==> config.mk <==
export PLATFORM = sky130hd
export DESIGN_NAME = rbd_top
export DESIGN_NICKNAME = d
export VERILOG_FILES = /design/src/pkg/rbd_pkg.sv /design/src/verilog/rbd_top.sv
export SDC_FILE = /design/constraint.sdc
export NUM_CORES = 1
export LEC_CHECK = 0
export BUFFER_PORTS_ARGS = -buffer_cell sky130_fd_sc_hd__buf_2
export CAP_MARGIN = 20
export CORE_ASPECT_RATIO = 0.7
export CORE_UTILIZATION = 30
export CTS_CLUSTER_DIAMETER = 200
export DETAILED_ROUTE_END_ITERATION = 10
export GPL_TIMING_DRIVEN = 0
export PLACE_DENSITY = 0.5
export SKIP_CTS_REPAIR_TIMING = 1
export SYNTH_ARGS = -nofsm -noshare
export SYNTH_HDL_FRONTEND = slang
export SYNTH_SLANG_ARGS = --single-unit
==> constraint.sdc <==
create_clock -name CLK -period 5.1 [get_ports CLK]
set_clock_uncertainty 0.15 [all_clocks]
set_input_delay 0.255 -clock CLK [delete_from_list [all_inputs] [get_ports CLK]]
set_output_delay 0.255 -clock CLK [all_outputs]
set_load 0.005 [all_outputs]
==> src/pkg/rbd_pkg.sv <==
// constants for the reset and boot dispatch block
// assumes one 50 MHz system clock and a synchronous active-low reset
package rbd_pkg;

	// ==========================================
	// clock and timing
	localparam int CLK_MHZ            = 50;
	localparam int RST_STRETCH_NS     = 1000;
	localparam int RST_STRETCH_CYC    = (RST_STRETCH_NS * CLK_MHZ + 999) / 1000;

	// ==========================================
	// reset source bit positions
	localparam int SRC_POR            = 0;
	localparam int SRC_PIN            = 1;
	localparam int SRC_CMP            = 2;
	localparam int SRC_SW             = 3;
	localparam int SRC_SUPPLY         = 4;
	localparam int SRC_GUARD          = 5;
	localparam int SRC_MCD            = 6;
	localparam int SRC_FLASH          = 7;
	localparam int SRC_COUNT          = 8;

	// ==========================================
	// boot dispatch
	localparam logic [7:0]  BOOT_SIG_PRESENT = 8'ha5;
	localparam logic [15:0] RESET_VECTOR     = 16'h0000;
	localparam logic [15:0] BOOT_VECTOR_DEF  = 16'hf800;

	// ==========================================
	// reset values
	localparam logic [1:0]  CLK_SEL_INTERNAL = 2'h0;
	localparam logic [2:0]  GUARD_TMO_MAX    = 3'h7;
	localparam logic [7:0]  PORT_LATCH_RST   = 8'hff;

	typedef enum logic [1:0] {
		RBD_RUN,
		RBD_HOLD,
		RBD_RELEASE
	} rbd_state_t;

endpackage

==> src/verilog/rbd_top.sv <==
// reset collection, reset state control and boot vector dispatch
// assumes all reset sources are asynchronous to CLK and level or pulse
// assumes each source stays up for at least two CLK periods
// assumes the signature byte is stable whenever the block leaves reset
`timescale 1ns/1ps
module rbd_top
	import rbd_pkg::*;
#(
	parameter int             PORT_W      = $bits(PORT_LATCH_RST),
	parameter int             STRETCH_CYC = RST_STRETCH_CYC,
	parameter logic [15:0]    BOOT_VECTOR = BOOT_VECTOR_DEF
)
(
	input  wire logic                 CLK,              // system clock
	input  wire logic                 RST_B,            // synchronous reset, low
	input  wire logic                 POR_N,            // power-on detector, low
	input  wire logic                 EXT_RESET_PIN_N_I,// external reset pin level
	input  wire logic                 CMP_RESET,        // comparator reset request
	input  wire logic                 SW_RESET,         // software reset request
	input  wire logic                 SUPPLY_LOW,       // supply monitor trip
	input  wire logic                 GUARD_OVF,        // guard timer overflow
	input  wire logic                 CLK_MISSING,      // missing clock detect
	input  wire logic                 FLASH_ERR,        // flash error
	input  wire logic [7:0]           BOOT_SIG,         // signature byte below lock
	input  wire logic                 RETAIN_EN,        // firmware retention enable
	output logic                      EXT_RESET_PIN_N_O,// pin output level
	output logic                      EXT_RESET_PIN_N_OE,// pin drive enable
	output logic                      CORE_HALT,        // stop fetch and execute
	output logic                      REG_RST,          // module register reset
	output logic                      REG_POR_RST,      // power-on-only bits reset
	output logic                      IRQ_DISABLE,      // all interrupts off
	output logic                      TIMER_DISABLE,    // all timers off
	output logic                      RAM_WR_BLOCK,     // RAM write gate in reset
	output logic [PORT_W-1:0]         PORT_LATCH,       // port output latch reset
	output logic                      PORT_OPEN_DRAIN,  // port mode open-drain
	output logic                      PORT_WEAK_PU,     // weak pull-ups enabled
	output logic                      RETAIN_HOLD,      // freeze pins, dacs, ref
	output logic                      PC_CLEAR,         // clear program counter
	output logic [15:0]               START_ADDR,       // first fetch address
	output logic [1:0]                CLK_SEL,          // system clock source
	output logic                      GUARD_EN,         // guard timer enable
	output logic [2:0]                GUARD_TMO,        // guard timer interval
	output logic [SRC_COUNT-1:0]      RESET_CAUSE       // latched last cause
);

	// ==========================================
	// elaboration checks
	// the port vector needs at least one bit
	if (PORT_W < 1)
	begin : g_bad_port_w
		$error("rbd_top: PORT_W must be at least one");
	end
	// a zero stretch would let a glitching source bounce the core
	if (STRETCH_CYC < 1)
	begin : g_bad_stretch
		$error("rbd_top: STRETCH_CYC must be at least one");
	end

	localparam int CW = $clog2(STRETCH_CYC + 1);

	// ==========================================
	// all state in one record
	// s1 and s2 are the two synchroniser ranks of every source;
	// only s2 is ever read by the sequencing logic, so a
	// metastable first rank never reaches a decision
	typedef struct packed {
		logic [SRC_COUNT-1:0] s1;
		logic [SRC_COUNT-1:0] s2;
		rbd_state_t           st;
		logic [CW-1:0]        cnt;
		logic [SRC_COUNT-1:0] cause;
		logic                 pin_drive;
		logic                 retain_armed;
		logic                 halt;
		logic                 reg_rst;
		logic                 por_rst;
		logic                 hold_io;
		logic                 pc_clr;
		logic [15:0]          start;
		logic [1:0]           clk_sel;
		logic                 g_en;
		logic [2:0]           g_tmo;
		logic [PORT_W-1:0]    port_latch;
		logic                 port_od;
		logic                 port_wpu;
		logic                 pin_lvl;
	} rbd_state_s_t;

	rbd_state_s_t q;
	rbd_state_s_t d;

	logic [SRC_COUNT-1:0] src_raw;
	logic                 any_src;

	// ==========================================
	// source collection
	// every source is mapped to its fixed bit so the cause record
	// keeps the same layout for every reset type
	// the pin input is masked while we pull the pin ourselves;
	// otherwise our own drive would look like a button press
	// and the reset could never end
	// eight sources gathered
	always_comb
	begin
		src_raw             = '0;
		src_raw[SRC_POR]    = ~POR_N;
		src_raw[SRC_PIN]    = ~EXT_RESET_PIN_N_I & ~q.pin_drive;
		src_raw[SRC_CMP]    = CMP_RESET;
		src_raw[SRC_SW]     = SW_RESET;
		src_raw[SRC_SUPPLY] = SUPPLY_LOW;
		src_raw[SRC_GUARD]  = GUARD_OVF;
		src_raw[SRC_MCD]    = CLK_MISSING;
		src_raw[SRC_FLASH]  = FLASH_ERR;
	end

	// ORed into one request after synchronising
	assign any_src = |q.s2;

	// ==========================================
	// next state; the pin self-feedback is masked so our own drive never loops
	// run: wait for any synchronised source, then enter reset
	// hold: stay while any source is up, then count a quiet stretch
	// release: one cycle in which every reset output drops together
	// a source seen in the release cycle sends us back to hold,
	// so a late request is never lost
	always_comb
	begin
		d    = q;
		d.s1 = src_raw;
		d.s2 = q.s1;
		d.pc_clr = 1'b0;
		case (q.st)
			RBD_RUN:
			begin
				if (any_src)
				begin
					d.st    = RBD_HOLD;
					d.cause = q.s2;
					d.halt    = 1'b1;
					d.reg_rst = 1'b1;
					d.por_rst = q.s2[SRC_POR];
					// drive pin for power-on or supply
					// guard overflow leaves the pin alone
					d.pin_drive = q.s2[SRC_POR] | q.s2[SRC_SUPPLY];
					d.hold_io = q.retain_armed & ~q.s2[SRC_POR];
				end
			end
			RBD_HOLD:
			begin
				// causes accumulate; a power-on seen late still
				// clears retention and the power-on-only bits
				d.cause   = q.cause | q.s2;
				d.por_rst = q.por_rst | q.s2[SRC_POR];
				d.pin_drive = q.pin_drive | q.s2[SRC_POR] | q.s2[SRC_SUPPLY];
				if (q.s2[SRC_POR])
					d.hold_io = 1'b0;
				if (any_src)
					d.cnt = '0;
				else if (q.cnt == CW'(STRETCH_CYC))
					d.st = RBD_RELEASE;
				else
					d.cnt = q.cnt + CW'(1);
			end
			RBD_RELEASE:
			begin
				if (any_src)
				begin
					// late source: stay in reset, restart the stretch
					d.st        = RBD_HOLD;
					d.cnt       = '0;
					d.cause     = q.cause | q.s2;
					d.por_rst   = q.por_rst | q.s2[SRC_POR];
					d.pin_drive = q.pin_drive | q.s2[SRC_POR] | q.s2[SRC_SUPPLY];
					if (q.s2[SRC_POR])
						d.hold_io = 1'b0;
				end
				else
				begin
					// every register leaves reset on this edge
					d.st        = RBD_RUN;
					d.cnt       = '0;
					d.halt      = 1'b0;
					d.reg_rst   = 1'b0;
					d.por_rst   = 1'b0;
					d.pin_drive = 1'b0;
					d.hold_io   = 1'b0;
					d.pc_clr    = 1'b1;
					d.clk_sel   = CLK_SEL_INTERNAL;
					d.g_en      = 1'b1;
					d.g_tmo     = GUARD_TMO_MAX;
					// otherwise the reset vector
					// the byte is read once here, so a later flash
					// write cannot move the start of a running program
					if (BOOT_SIG == BOOT_SIG_PRESENT)
						d.start = BOOT_VECTOR;
					else
						d.start = RESET_VECTOR;
				end
			end
			default:
				d.st = RBD_HOLD;
		endcase
		// retention arm is firmware's choice, sampled only while running
		if (q.st == RBD_RUN && !any_src)
			d.retain_armed = RETAIN_EN;
		if (q.s2[SRC_POR])
			d.retain_armed = 1'b0;
	end

	// ==========================================
	// state register; reset lands in hold so a full reset cycle follows
	// the bench reset is treated as a power-on: cause, pin drive and
	// the power-on-only reset all come up as after a power cycle
	// all reset values are constants, nothing is read here
	always_ff @(posedge CLK)
	begin
		if (!RST_B)
		begin
			q           <= '0;
			q.st        <= RBD_HOLD;
			q.halt      <= 1'b1;
			q.reg_rst   <= 1'b1;
			q.por_rst   <= 1'b1;
			q.pin_drive <= 1'b1;
			q.cause     <= SRC_COUNT'(1) << SRC_POR;
			q.start     <= RESET_VECTOR;
			q.clk_sel   <= CLK_SEL_INTERNAL;
			q.g_en      <= 1'b1;
			q.g_tmo     <= GUARD_TMO_MAX;
			q.port_latch <= {PORT_W{PORT_LATCH_RST[0]}};
			q.port_od   <= 1'b1;
			q.port_wpu  <= 1'b1;
			q.pin_lvl   <= 1'b0;
		end
		else
			q <= d;
	end

	// ==========================================
	// outputs straight from state flops
	// the pin is open-drain: level is always low, only the enable moves,
	// so the board pull-up sets the level whenever we let go
	// interrupt, timer and RAM gates share the halt flop so they can
	// never disagree by a cycle at entry or exit
	assign EXT_RESET_PIN_N_O  = q.pin_lvl;
	assign EXT_RESET_PIN_N_OE = q.pin_drive;
	assign CORE_HALT          = q.halt;
	assign REG_RST            = q.reg_rst;
	assign REG_POR_RST        = q.por_rst;
	assign IRQ_DISABLE        = q.halt;
	assign TIMER_DISABLE      = q.halt;
	// RAM is never cleared, only write-gated
	assign RAM_WR_BLOCK       = q.halt;
	// latches one, open-drain, pull-ups on
	// held in flops that never change after reset; firmware owns
	// the real port registers, these only give their reset image
	assign PORT_LATCH         = q.port_latch;
	assign PORT_OPEN_DRAIN    = q.port_od;
	assign PORT_WEAK_PU       = q.port_wpu;
	assign RETAIN_HOLD        = q.hold_io;
	assign PC_CLEAR           = q.pc_clr;
	assign START_ADDR         = q.start;
	assign CLK_SEL            = q.clk_sel;
	assign GUARD_EN           = q.g_en;
	assign GUARD_TMO          = q.g_tmo;
	assign RESET_CAUSE        = q.cause;

endmodule

==> results.md <==
* Worst setup EP type: flop
* Antenna violations before repair at 0
* Vias in the first global route at 1291
* Layout cells sized above 1 at 34.5%
* Crit-path max cell delay at 0.46 ns
* Global router's overall resource usage at 12.3%
* H-tree levels at 2
* Slew margin rel. at 52.8%
* Clock-pin transition on the worst setup and hold timing paths at 0.07 ns
* Fin. max-slew vios at 0
* Reg2reg path depth at 7
* Crit Path Category: flop to flop
* Hold/Removal Path Class: input pin to flop
* Most frequent cell after synthesis: buf_4
* Worst Path Arrival at ~2.3 ns
* Largest area contributor in the netlist: dfxtp_1
* Crit. Startpoint: q[54]
* Area share of the largest cell type after synthesis at between 40% and 50%
* Register Area at slightly below 800 um2
* Min Tclk post-route at 2.29 ns
* #FFs+latches synth at 39
* Final instance area at 2490 um2
* PD cells at ~280 nW/um2
* # nets final at 311
* Largest cells by area after synthesis: dfxtp_1 (40%), buf_4 (17%), and2_1 (4.5%)
* EDFF count, synth at 0
* Post-synthesis sequential area ratio at 40.3%
* Die Y-Extent at 69.2 um
* Most used DFF post-synth: dfxtp_1
* Routed WL per cell at 10.8 um
* Residual DRC at 5
* DRT met1 WL at 2140 um
* Layout-stage area growth over the synthesis result at 28.5%
* DP Wirelength at 2990 um
* Post-Syn Area per Cell at 9.17 um2
* Highest Signal Layer: met4
* Fill cells at around 630
* Io pins at 69
* CTS max path bufs at 2
* Worst-skew pair later-pin latency at 0.29 ns
* Chip width at 98.0 um
* Startpoint Class: flop
* DRT iter0 DRCs at 63
* Sink Count at 39
* Setup Viol. Count Final at 0
* # diodes at 0
* CP Data Required Time at approximately 5.1 ns
* Post-DR vias/cell at 4.18
* Crit-path max FO at 8
* Core area at between 6000 and 7000 um2
* Met2 Wirelength at 1500 um
* Synth top cells by count: buf_4 (45), dfxtp_1 (39), and2_1 (14), o21ai_0 (10), nand2_1 (9)
* Rows at 24
* First-pass GRT wire length at 6510 um
* Reg-to-Reg End: RESET_CAUSE[7]
* Die area at around 6800 um2
* F_max at 0.436 GHz
* CTS tree: yes
* Cells along the critical path: inv_1 -> ha_1 -> nor2_1 -> nand2_1 -> and3_1 -> buf_2 -> a22o_1
* Synth Instances at 211
* Fin crit share at 45.0%
* Status: complete, but fails checks
* Initial Util at about 31%
* Total wire length at just under 4000 um
* Crit-path slowest cell: dfxtp_1
* Max cap viols at 0
* Final core occ at 40.0%
* Pleak at 0.00121 uW
* Dpl cell area at 2330 um2
* CTS buffer count at 5
* R2R Setup Slk at 2.81 ns
* Unrepaired setup endpoints after global routing: no
* Async S/R FF share, synth at 0%
* Maximum vdd drop at approximately 0.00011 V
* Post-Syn Area at 1940 um2
* DR vias at about 1500
* Pin count of the biggest net entering global routing at 14
* Worst-Margin Slew at 0.701 ns
* YS warnings at 0
* Root Driver: clkbuf_8
* Placer Congestion at around 0.77
* Crit path to: RESET_CAUSE[7]
* R2R Path Start: q[54]
* Multi-input logic area at 855 um2
* Post-synth cell types at 43
* Final ANT Viol Nets at 0
* Setup TNS at 0 ns
* Final hold viol count at 0
* Port buffer count at 40
* Failing checks: design-rule violations
* Met3 WL at 274 um
* GRT Residual Overflow at 0
* First-pass DRT Iterations at 7
[area by class of cell]
| cell class | count | area share (%) |
|---|---|---|
| multi-input combinational | 138 | 34.4 |
| clock inverter | 3 | 2.72 |
| clock buffer | 5 | 2.77 |
| sequential | 39 | 31.4 |
| tap | 78 | 3.92 |
| inverter | 8 | 1.21 |
| timing repair buffer | 42 | 8.85 |
| buffer | 52 | 14.8 |
[worst min-delay path by stage]
stage	start	endpoint	slack, ns	cells after the start
after detailed placement	d[58]	q[58]	0.27	1
after global placement	d[56]	q[56]	0.27	1
after CTS	EXT_RESET_PIN_N_I	d[57]	-0.04	2
after floorplan	POR_N	d[56]	0.17	1
final	CLK_MISSING	d[62]	0.02	2
after global routing	CLK_MISSING	d[62]	0.01	2
[registers in the layout (all words and copies together), names as in the netlist]
register	count
RETAIN_HOLD	1
PC_CLEAR	1
START_ADDR	1
EXT_RESET_PIN_N_OE	1
RESET_CAUSE	8
CORE_HALT	1
d	8
REG_POR_RST	1
q	17
[per-stage QoR]
stage                     cells  setup WS [ns]  hold WS [ns]  power (uW)
after floorplan             237           3.04         0.172         376
after global placement      355           2.85         0.266         395
after detailed placement    355           2.84         0.270         395
after CTS                   363           2.82       -0.0388         697
after global routing        365           2.54        0.0103         724
final                       365           2.81        0.0226         692
[placed cells by master (no fill, tap or decap), drive strengths merged, types with 3 or more instances in the layout]
| cell type | instances |
|---|---|
| inv | 8 |
| and3 | 4 |
| o21ai | 10 |
| a22o | 7 |
| a31oi | 3 |
| a21oi | 8 |
| conb | 28 |
| and2 | 14 |
| nand3 | 4 |
| nor2 | 7 |
| nand2 | 9 |
| ha | 6 |
| clkbuf | 9 |
| nor4 | 4 |
| nor3 | 5 |
| dfxtp | 39 |
| buf | 88 |
[cells by family after synthesis]
logic type	after synthesis	synth area share [%]
AO/OA/AOI/OAI	44	16.2
adder cells (fa/ha/maj)	6	3.88
other	2	0.388
flip-flops	39	40.3
AND/OR/NAND/NOR	59	18.1
buffers and inverters	60	20.6
multiplexers	1	0.517
[routing by layer]
layer	GRT usage, %	up-vias
met5	0	-
met4	4.21	0
met1	19.0	654
li1	-	815
met3	3.63	6
met2	15.7	50
[power by group]
part           switching [uW]  internal, uW  total (uW)
logic                    32.7          38.0        70.7
clock network             108           195         303
registers                5.29           313         319
[critical path: cells and delay by family, from the launching register on]
kind,cells,cell delay (ns)
AO/OA/AOI/OAI,1,0.23
adder cells (fa/ha/maj),1,0.33
buffers and inverters,2,0.27
flip-flops,1,0.46
AND/OR/NAND/NOR,3,0.74
No activity file was read; power rests on OpenSTA's default activity.
